File: src/fpu_exc_pkg.sv
`default_nettype none
package fpu_exc_pkg;
   // ***************************************
   // Exception classes
   // ***************************************
   localparam int NCLS     = 6;
   localparam int IDX_INV  = 0;
   localparam int IDX_ZERO = 1;
   localparam int IDX_DEN  = 2;
   localparam int IDX_OVF  = 3;
   localparam int IDX_UNF  = 4;
   localparam int IDX_PREC = 5;

   // ***************************************
   // Register map
   // ***************************************
   localparam logic [11:0] OFS_STATUS  = 12'h000;
   localparam logic [11:0] OFS_CONTROL = 12'h004;
   localparam logic [11:0] OFS_COMMAND = 12'h008;
   localparam logic [11:0] OFS_SYSCTL  = 12'h00c;
   localparam int          SW_FLAG_LSB = 0;
   localparam int          SW_SF       = 6;
   localparam int          SW_ES       = 7;
   localparam int          SW_C1       = 9;
   localparam int          SW_TOP_LSB  = 11;
   localparam int          TOP_W       = 3;
   localparam int          CMD_CLEX    = 0;
   localparam int          CMD_INIT    = 1;
   localparam int          SYS_NE      = 0;
   localparam logic [5:0]  MASK_RST    = 6'h3f;
   localparam logic [5:0]  FLAG_RST    = 6'h00;
   localparam logic [2:0]  TOP_RST     = 3'h0;
   localparam logic [7:0]  VEC_NUMERIC = 8'h10;
   localparam logic [1:0]  RESP_OKAY   = 2'h0;
   localparam logic [1:0]  RESP_SLVERR = 2'h2;

   // ***************************************
   // Extended real layout
   // ***************************************
   localparam int          EXP_W   = 15;
   localparam int          SIG_W   = 64;
   localparam int          FP_W    = 80;
   localparam int          INT_BIT = 63;
   localparam logic [14:0] EXP_MAX = 15'h7fff;
   localparam logic [14:0] EXP_MIN = 15'h0000;

   // ***************************************
   // Types
   // ***************************************
   typedef enum logic [1:0] {
      K_CONTROL = 2'h0,
      K_ARITH   = 2'h1,
      K_WAIT    = 2'h2
   } insn_kind_e;

   typedef enum logic [1:0] {
      ST_RUN    = 2'b00,
      ST_FREEZE = 2'b01
   } gate_state_e;

   typedef struct packed {
      logic       valid;
      insn_kind_e kind;
   } insn_req_s;

   typedef struct packed {
      logic valid;
      logic inv_arith;
      logic stack;
      logic push;
      logic zero_div;
      logic denorm;
      logic overflow;
      logic underflow;
      logic precision;
   } exc_report_s;

   typedef struct packed {
      logic fixup;
      logic qnan_write;
      logic keep_operands;
   } exc_resp_s;
endpackage
`default_nettype wire

File: src/fpu_operand_classifier.sv
`timescale 1ns/1ps
`default_nettype none
module fpu_operand_classifier (
   // Operand
   input  wire logic [fpu_exc_pkg::FP_W-1:0] operand,
   // Class
   output logic                              unsupported,
   output logic                              denormal
);
   logic [fpu_exc_pkg::EXP_W-1:0] exp_f;
   logic                          int_b;
   logic                          frac_nz;

   always_comb begin
      exp_f   = operand[fpu_exc_pkg::FP_W-2 -: fpu_exc_pkg::EXP_W];
      int_b   = operand[fpu_exc_pkg::INT_BIT];
      frac_nz = |operand[fpu_exc_pkg::INT_BIT-1:0];
      // Pseudo-NaN, pseudoinfinity, unnormal, pseudodenormal
      unsupported = ((exp_f == fpu_exc_pkg::EXP_MAX) && !int_b) ||
                    ((exp_f != fpu_exc_pkg::EXP_MAX) && (exp_f != fpu_exc_pkg::EXP_MIN)
                     && !int_b) ||
                    ((exp_f == fpu_exc_pkg::EXP_MIN) && int_b);
      denormal    = (exp_f == fpu_exc_pkg::EXP_MIN) && !int_b && frac_nz;
   end
endmodule
`default_nettype wire

File: src/fpu_numeric_exception_unit.sv
// Overview of operation
// - Six exception classes, each with a sticky flag and a mask bit.
// - Masked exception applies the default fix-up and computation continues.
// - Unmasked exception defers handling to the next wait or non-control instruction.
// - Mode bit set: pending unmasked exception raises vector 16 at that point.
// - Mode bit clear, ignore inactive: processor freezes until an external interrupt, ignore going active, or no unmasked exception pending.
// - Error output is registered: it goes active one cycle after an unmasked exception becomes pending.
// - Mode bit clear, ignore active: pending exception disregarded, execution continues.
// - Masked responses let one instruction raise several flags.
// - Flags stay set until clear, initialise, or state/environment overwrite.
// - Invalid sets stack fault flag 1 for stack faults, 0 for arithmetic.
// - Stack fault sets condition bit one on push overflow, clears on underflow.
// - Masked stack fault writes quiet NaN indefinite into destination.
// - Unmasked stack fault keeps stack top pointer and operands unchanged.
// - Unmasked invalid arithmetic keeps operands unaltered.
// - Pseudo-NaN, pseudoinfinity, unnormal and pseudodenormal encodings are unsupported.
// - Arithmetic on unsupported operand raises invalid; masked returns NaN indefinite.
// - Denormal operand sets its flag; masked proceeds, unmasked keeps operands.
//
// Our own choices: the register offsets and register access over AXI4-Lite.
`timescale 1ns/1ps
`default_nettype none
module fpu_numeric_exception_unit (
   // Clock and reset
   input  wire logic                           clk,
   input  wire logic                           rst_n,
   // AXI4-Lite slave
   input  wire logic [11:0]                    s_axi_awaddr,
   input  wire logic                           s_axi_awvalid,
   output logic                                s_axi_awready,
   input  wire logic [31:0]                    s_axi_wdata,
   input  wire logic [3:0]                     s_axi_wstrb,
   input  wire logic                           s_axi_wvalid,
   output logic                                s_axi_wready,
   output logic [1:0]                          s_axi_bresp,
   output logic                                s_axi_bvalid,
   input  wire logic                           s_axi_bready,
   input  wire logic [11:0]                    s_axi_araddr,
   input  wire logic                           s_axi_arvalid,
   output logic                                s_axi_arready,
   output logic [31:0]                         s_axi_rdata,
   output logic [1:0]                          s_axi_rresp,
   output logic                                s_axi_rvalid,
   input  wire logic                           s_axi_rready,
   // Instruction gate
   input  wire fpu_exc_pkg::insn_req_s         insn_req,
   output logic                                insn_go,
   output logic                                trap_req,
   output logic [7:0]                          trap_vector,
   output logic                                freeze,
   // Exception reports from the datapath
   input  wire fpu_exc_pkg::exc_report_s       exc_report,
   input  wire logic                           operand_chk,
   input  wire logic [fpu_exc_pkg::FP_W-1:0]   operand,
   input  wire logic                           top_upd,
   input  wire logic [fpu_exc_pkg::TOP_W-1:0]  top_new,
   output fpu_exc_pkg::exc_resp_s              exc_resp,
   // System pins
   input  wire logic                           ignore_numeric_error_input,
   input  wire logic                           ext_interrupt,
   output logic                                numeric_error_output
);
   // ***************************************
   // Functions
   // ***************************************
   function automatic logic [31:0] merge_strb(input logic [31:0] old_v,
                                              input logic [31:0] new_v,
                                              input logic [3:0]  strb);
      logic [31:0] r;
      r = old_v;
      for (int i = 0; i < 4; i++) begin
         if (strb[i]) begin
            r[i*8 +: 8] = new_v[i*8 +: 8];
         end
      end
      return r;
   endfunction

   function automatic logic reg_hit(input logic [11:0] a);
      return (a == fpu_exc_pkg::OFS_STATUS) || (a == fpu_exc_pkg::OFS_CONTROL) ||
             (a == fpu_exc_pkg::OFS_COMMAND) || (a == fpu_exc_pkg::OFS_SYSCTL);
   endfunction

   // ***************************************
   // State
   // ***************************************
   logic [fpu_exc_pkg::NCLS-1:0]  flags_r;
   logic [fpu_exc_pkg::NCLS-1:0]  mask_r;
   logic                          sf_r;
   logic                          c1_r;
   logic [fpu_exc_pkg::TOP_W-1:0] top_r;
   logic                          mode_r;
   fpu_exc_pkg::gate_state_e      state_r;
   logic [11:0]                   awaddr_r;
   logic [31:0]                   wdata_r;
   logic [3:0]                    wstrb_r;
   logic [31:0]                   status_word;
   logic [31:0]                   wr_val;
   logic [31:0]                   ctl_val;
   logic                          pending;
   logic                          commit;
   logic                          wr_status;
   logic                          wr_control;
   logic                          do_clex;
   logic                          do_init;
   logic                          unsup;
   logic                          denorm_op;
   logic [fpu_exc_pkg::NCLS-1:0]  raised;
   logic                          inv_stack;
   logic                          gate_free;

   fpu_operand_classifier u_classify (
      .operand     (operand),
      .unsupported (unsup),
      .denormal    (denorm_op)
   );

   // ***************************************
   // Event decode
   // ***************************************
   always_comb begin
      raised = '0;
      inv_stack = exc_report.valid && exc_report.stack;
      raised[fpu_exc_pkg::IDX_INV]  = (exc_report.valid && (exc_report.inv_arith ||
                                       exc_report.stack)) || (operand_chk && unsup);
      raised[fpu_exc_pkg::IDX_ZERO] = exc_report.valid && exc_report.zero_div;
      raised[fpu_exc_pkg::IDX_DEN]  = (exc_report.valid && exc_report.denorm) ||
                                      (operand_chk && denorm_op);
      raised[fpu_exc_pkg::IDX_OVF]  = exc_report.valid && exc_report.overflow;
      raised[fpu_exc_pkg::IDX_UNF]  = exc_report.valid && exc_report.underflow;
      raised[fpu_exc_pkg::IDX_PREC] = exc_report.valid && exc_report.precision;
   end

   assign pending = |(flags_r & ~mask_r);
   assign commit  = !s_axi_awready && !s_axi_wready && !s_axi_bvalid;
   assign wr_val  = merge_strb(status_word, wdata_r, wstrb_r);
   assign ctl_val = merge_strb({26'h0, mask_r}, wdata_r, wstrb_r);
   assign wr_status  = commit && (awaddr_r == fpu_exc_pkg::OFS_STATUS);
   assign wr_control = commit && (awaddr_r == fpu_exc_pkg::OFS_CONTROL);
   assign do_clex = commit && (awaddr_r == fpu_exc_pkg::OFS_COMMAND) && wstrb_r[0] &&
                    wdata_r[fpu_exc_pkg::CMD_CLEX];
   assign do_init = commit && (awaddr_r == fpu_exc_pkg::OFS_COMMAND) && wstrb_r[0] &&
                    wdata_r[fpu_exc_pkg::CMD_INIT];

   always_comb begin
      status_word = '0;
      status_word[fpu_exc_pkg::SW_FLAG_LSB +: fpu_exc_pkg::NCLS] = flags_r;
      status_word[fpu_exc_pkg::SW_SF] = sf_r;
      status_word[fpu_exc_pkg::SW_ES] = pending;
      status_word[fpu_exc_pkg::SW_C1] = c1_r;
      status_word[fpu_exc_pkg::SW_TOP_LSB +: fpu_exc_pkg::TOP_W] = top_r;
   end

   // ***************************************
   // Exception flags
   // ***************************************
   always_ff @(posedge clk) begin
      if (!rst_n) begin
         flags_r <= fpu_exc_pkg::FLAG_RST;
      end else if (do_clex || do_init) begin
         flags_r <= raised;
      end else if (wr_status) begin
         flags_r <= wr_val[fpu_exc_pkg::SW_FLAG_LSB +: fpu_exc_pkg::NCLS] | raised;
      end else begin
         flags_r <= flags_r | raised;
      end
   end

   // ***************************************
   // Masks and mode
   // ***************************************
   always_ff @(posedge clk) begin
      if (!rst_n || do_init) begin
         mask_r <= fpu_exc_pkg::MASK_RST;
      end else if (wr_control) begin
         mask_r <= ctl_val[fpu_exc_pkg::NCLS-1:0];
      end
   end

   always_ff @(posedge clk) begin
      if (!rst_n) begin
         mode_r <= 1'b0;
      end else if (commit && (awaddr_r == fpu_exc_pkg::OFS_SYSCTL) && wstrb_r[0]) begin
         mode_r <= wdata_r[fpu_exc_pkg::SYS_NE];
      end
   end

   // ***************************************
   // Stack fault, condition bit, top
   // ***************************************
   always_ff @(posedge clk) begin
      if (!rst_n) begin
         sf_r <= 1'b0;
         c1_r <= 1'b0;
      end else if (raised[fpu_exc_pkg::IDX_INV]) begin
         sf_r <= inv_stack;
         if (inv_stack) begin
            c1_r <= exc_report.push;
         end
      end else if (do_init) begin
         sf_r <= 1'b0;
         c1_r <= 1'b0;
      end else if (wr_status) begin
         sf_r <= wr_val[fpu_exc_pkg::SW_SF];
         c1_r <= wr_val[fpu_exc_pkg::SW_C1];
      end
   end

   always_ff @(posedge clk) begin
      if (!rst_n || do_init) begin
         top_r <= fpu_exc_pkg::TOP_RST;
      end else if (inv_stack && !mask_r[fpu_exc_pkg::IDX_INV]) begin
         top_r <= top_r;
      end else if (top_upd) begin
         top_r <= top_new;
      end else if (wr_status) begin
         top_r <= wr_val[fpu_exc_pkg::SW_TOP_LSB +: fpu_exc_pkg::TOP_W];
      end
   end

   // ***************************************
   // Response to the datapath
   // ***************************************
   always_ff @(posedge clk) begin
      if (!rst_n) begin
         exc_resp <= '0;
      end else begin
         exc_resp.fixup         <= |(raised & mask_r);
         exc_resp.qnan_write    <= raised[fpu_exc_pkg::IDX_INV] &&
                                   mask_r[fpu_exc_pkg::IDX_INV] &&
                                   (inv_stack || (operand_chk && unsup));
         exc_resp.keep_operands <= |(raised & ~mask_r);
      end
   end

   always_ff @(posedge clk) begin
      if (!rst_n) begin
         numeric_error_output <= 1'b0;
      end else begin
         numeric_error_output <= pending;
      end
   end

   // ***************************************
   // Instruction gate
   // ***************************************
   assign gate_free = insn_req.valid && !insn_go && !trap_req;

   always_ff @(posedge clk) begin
      if (!rst_n) begin
         state_r     <= fpu_exc_pkg::ST_RUN;
         insn_go     <= 1'b0;
         trap_req    <= 1'b0;
         trap_vector <= '0;
         freeze      <= 1'b0;
      end else begin
         insn_go  <= 1'b0;
         trap_req <= 1'b0;
         case (state_r)
            fpu_exc_pkg::ST_RUN: begin
               if (gate_free) begin
                  if (insn_req.kind == fpu_exc_pkg::K_CONTROL || !pending) begin
                     insn_go <= 1'b1;
                  end else if (mode_r) begin
                     trap_req    <= 1'b1;
                     trap_vector <= fpu_exc_pkg::VEC_NUMERIC;
                  end else if (ignore_numeric_error_input) begin
                     insn_go <= 1'b1;
                  end else begin
                     state_r <= fpu_exc_pkg::ST_FREEZE;
                     freeze  <= 1'b1;
                  end
               end
            end
            fpu_exc_pkg::ST_FREEZE: begin
               if (ext_interrupt || ignore_numeric_error_input || !pending) begin
                  state_r <= fpu_exc_pkg::ST_RUN;
                  freeze  <= 1'b0;
               end
            end
            default: begin
               state_r <= fpu_exc_pkg::ST_RUN;
               freeze  <= 1'b0;
            end
         endcase
      end
   end

   // ***************************************
   // AXI4-Lite write channel
   // ***************************************
   always_ff @(posedge clk) begin
      if (!rst_n) begin
         s_axi_awready <= 1'b1;
         s_axi_wready  <= 1'b1;
         s_axi_bvalid  <= 1'b0;
         s_axi_bresp   <= fpu_exc_pkg::RESP_OKAY;
         awaddr_r      <= '0;
         wdata_r       <= '0;
         wstrb_r       <= '0;
      end else begin
         if (s_axi_awvalid && s_axi_awready) begin
            awaddr_r      <= s_axi_awaddr;
            s_axi_awready <= 1'b0;
         end
         if (s_axi_wvalid && s_axi_wready) begin
            wdata_r      <= s_axi_wdata;
            wstrb_r      <= s_axi_wstrb;
            s_axi_wready <= 1'b0;
         end
         if (commit) begin
            s_axi_bvalid <= 1'b1;
            s_axi_bresp  <= reg_hit(awaddr_r) ? fpu_exc_pkg::RESP_OKAY : fpu_exc_pkg::RESP_SLVERR;
         end
         if (s_axi_bvalid && s_axi_bready) begin
            s_axi_bvalid  <= 1'b0;
            s_axi_awready <= 1'b1;
            s_axi_wready  <= 1'b1;
         end
      end
   end

   // ***************************************
   // AXI4-Lite read channel
   // ***************************************
   always_ff @(posedge clk) begin
      if (!rst_n) begin
         s_axi_arready <= 1'b1;
         s_axi_rvalid  <= 1'b0;
         s_axi_rdata   <= '0;
         s_axi_rresp   <= fpu_exc_pkg::RESP_OKAY;
      end else if (s_axi_arvalid && s_axi_arready) begin
         s_axi_arready <= 1'b0;
         s_axi_rvalid  <= 1'b1;
         s_axi_rresp   <= reg_hit(s_axi_araddr) ? fpu_exc_pkg::RESP_OKAY : fpu_exc_pkg::RESP_SLVERR;
         case (s_axi_araddr)
            fpu_exc_pkg::OFS_STATUS:  s_axi_rdata <= status_word;
            fpu_exc_pkg::OFS_CONTROL: s_axi_rdata <= {26'h0, mask_r};
            fpu_exc_pkg::OFS_SYSCTL:  s_axi_rdata <= {31'h0, mode_r};
            default:                  s_axi_rdata <= '0;
         endcase
      end else if (s_axi_rvalid && s_axi_rready) begin
         s_axi_rvalid  <= 1'b0;
         s_axi_arready <= 1'b1;
      end
   end
endmodule
`default_nettype wire

File: config.mk
export PLATFORM = sky130hd
export DESIGN_NAME = fpu_numeric_exception_unit
export DESIGN_NICKNAME = d
export VERILOG_FILES = /design/src/fpu_exc_pkg.sv /design/src/fpu_operand_classifier.sv /design/src/fpu_numeric_exception_unit.sv
export SDC_FILE = /design/constraint.sdc
export NUM_CORES = 1
export LEC_CHECK = 0
export BUFFER_PORTS_ARGS = -buffer_cell sky130_fd_sc_hd__buf_2
export CORE_UTILIZATION = 39
export DETAILED_ROUTE_END_ITERATION = 16
export PLACE_DENSITY = 0.81
export SLEW_MARGIN = 20
export SYNTH_ARGS = -nofsm -noshare
export SYNTH_HDL_FRONTEND = slang
export SYNTH_HIERARCHICAL = 1
export SYNTH_SLANG_ARGS = --single-unit
export TNS_END_PERCENT = 30
File: constraint.sdc
create_clock -name clk -period 1.58 [get_ports clk]
set_input_delay 0.079 -clock clk [delete_from_list [all_inputs] [get_ports clk]]
set_output_delay 0.079 -clock clk [all_outputs]
set_load 0.01 [all_outputs]
==> out/results.tsv <==
metric	value	unit
required	1.82	ns
overflow	0	
n_antenna_cell	0	
wl	11000	um
clkSlewWorstSetupHoldPaths	0.08	ns
drc	0	
period_share	112	%
yosys.cell_types.count	52	
clock_latency	0.35	ns
multi_input_area	0.00200	mm2
io_pins	222	
setup_violations	18	
grt_pass1_vias	3752	
cp.arrival	2.02	ns
worstSetupPathType	reg2reg	
yosys_warnings	6	
synth_edf_count	0	
synth_top_area_share	39.9	%
syn_avg_cell_area	8.53	um2
synth-main-ff-cell	dfxtp_1	
routedWlPerCell	14.8	um
grt_pass1_wl	17800	um
vias	3762	
worstPathMaxFanout	4	
final_hold_viol_count	0	
cts_tree	built	
critPathTopFamily	simple AND/OR/NAND/NOR gates	
hpwl	8080	um
final_max_slew_viol_count	0	
leakage	2.31	nW
finalInstanceArea	0.00517	mm2
ant_nets	0	
die_w	96.9	um
final_common_cell	buf_2	
die-height	96.9	um
ys_seq_elements	70	
reg2reg_slack	-0.20	ns
cts.sinks	70	
max_cap_violations	0	
register_area	0.00141	mm2
antenna_found_initial	0	
fmax	563	MHz
h-tree-depth	3	
syn_inst	412	
crit_path_top_delay_cell	or4_4	
clk_path_buf_depth	2	
path_buf_inv	0	
core_area	0.00872	mm2
place_area	0.00449	mm2
fin_ws	-0.196	ns
start_util	40.3	%
critical-path-max-stage-delay	0.53	ns
rsz0062_at_grt	yes	
most-common-layout-cells	buf_2, nand2_1, dfxtp_1	
async_flop_share	0	%
die_area	0.00940	mm2
status	complete, but fails checks	
vdd_drop_max	0.319	mV
nFillCells	737	
worstPathCellList	or4_4, or3_4, nor4_2, o21ai_1, o211a_1	
grt.total_usage	23.4	%
finalClockSkew	0.00785	ns
cp-start-kind	flip-flop	
seq_area_frac_synth	39.9	%
final_nets	798	
crit_path_end_kind	flip-flop	
portBuffers	168	
p_per_area	806	mW/mm2
cts_root_buf	clkbuf_8	
timing.final.crit_period	1.78	ns
drt_iter0_markers	183	
drtPass1Iterations	4	
final_util	59.3	%
worst_hold_path_type	in2reg	
whs	0.0169	ns
viasPerCell	5.05	
synthTopCellsByArea	dfxtp_1, nand2_1, buf_4	
routabilityCongestion	0.852	
syn_area	0.00351	mm2
yosysTopAreaCell	dfxtp_1	
cts_made_buffers	9	
drive_above_1_share	38.8	%
syn_to_final_growth	47.2	%
grt_max_degree	61	
fp-row-count	34	
violations	negative setup slack	
## synth_stat cells (5+ instances only)
cell       n
buf_4     29
nor4_1    24
clkbuf_1  13
o21ai_0   17
a22oi_1    9
nor3_1     7
dfxtp_1   70
mux2i_1   19
o21ai_1    8
a21boi_0  27
o22ai_1    5
and2_1    10
nand2_1   74
nor2_1     8
nand4_1    6
nand3_1    6
inv_1     15
a21oi_1    6
nor2b_1   14
## stage by stage
| stage | setup WS (ns) | TNS, ns | power [W] | instances |
|---|---|---|---|---|
| 2_1_floorplan | -0.0922 | -0.328 | 0.00230 | 440 |
| 3_3_place_gp | -0.251 | -2.06 | 0.00253 | 692 |
| 4_1_cts | -0.149 | -1.61 | 0.00414 | 741 |
| 3_5_place_dp | -0.327 | -3.13 | 0.00256 | 692 |
| 6_report | -0.196 | -2.26 | 0.00417 | 745 |
| 5_1_grt | -0.282 | -3.89 | 0.00435 | 745 |
## registers in the layout (all words and copies together), names as in the netlist, 2 cells and up
| register | count |
|---|---|
| awaddr_r | 12 |
| mask_r | 6 |
| s_axi_rdata | 12 |
| top_r | 3 |
| exc_resp | 3 |
| wstrb_r | 2 |
| wdata_r | 11 |
| flags_r | 6 |
## layout make-up
class | instances | area share (%)
Multi-Input combinational cell | 311 | 38.6
Clock inverter | 5 | 1.11
Timing Repair Buffer | 225 | 26.5
Inverter | 15 | 1.09
Clock buffer | 11 | 2.93
Sequential cell | 70 | 27.2
Tap cell | 108 | 2.61
## worst register-to-register path: stages, from the launching register on
cell	delay, ns
dfxtp_2	0.35
or4_4	0.53
or3_4	0.38
nor4_2	0.17
o21ai_1	0.11
o211a_1	0.14
## routing by layer
metal | global-route usage [%] | wire [um] | up-vias
li1 | - | - | 1836
met4 | 10.9 | 318 | 0
met3 | 4.84 | 612 | 32
met2 | 38.0 | 5260 | 153
met1 | 29.7 | 4850 | 1741
met5 | 0 | 0 | -
## power by group
part	switching [W]	internal (W)	total [W]
Sequential	0.0000754	0.00185	0.00192
Combinational	0.000361	0.000380	0.000741
Clock	0.000696	0.000812	0.00151
Total	0.00113	0.00304	0.00417
## logic make-up after synthesis
| group | after synthesis | synth area share, % |
|---|---|---|
| XOR/XNOR | 1 | 0.249 |
| other | 1 | 0.107 |
| multiplexers | 20 | 5.73 |
| buffers and inverters | 59 | 9.65 |
| AO/OA/AOI/OAI | 90 | 17.6 |
| AND/OR/NAND/NOR | 171 | 26.8 |
| flip-flops | 70 | 39.9 |
## worst paths after layout
| check | start | to | depth (start not counted) |
|---|---|---|---|
| worst max-delay path | s_axi_wready$_SDFFE_PP1P_ | top_r[1]$_SDFFE_PP0P_ | 5 |
| worst min-delay path | ext_interrupt | freeze$_SDFFE_PN0P_ | 3 |
| worst max register to register | s_axi_wready$_SDFFE_PP1P_ | top_r[1]$_SDFFE_PP0P_ | 5 |
| worst min register to register | s_axi_rdata[7]$_SDFFE_PN0P_ | s_axi_rdata[7]$_SDFFE_PN0P_ | 2 |
## what timing repair did
action                                 in CTS  in global routing
endpoints found under the hold margin      31                  0
setup buffers                               3                  4
pin swaps                                   2                  8
hold buffers                               30                  0
setup endpoints to repair                  19                 26
gates resized for setup                    13                 14
No activity file was read; power rests on OpenSTA's default activity.
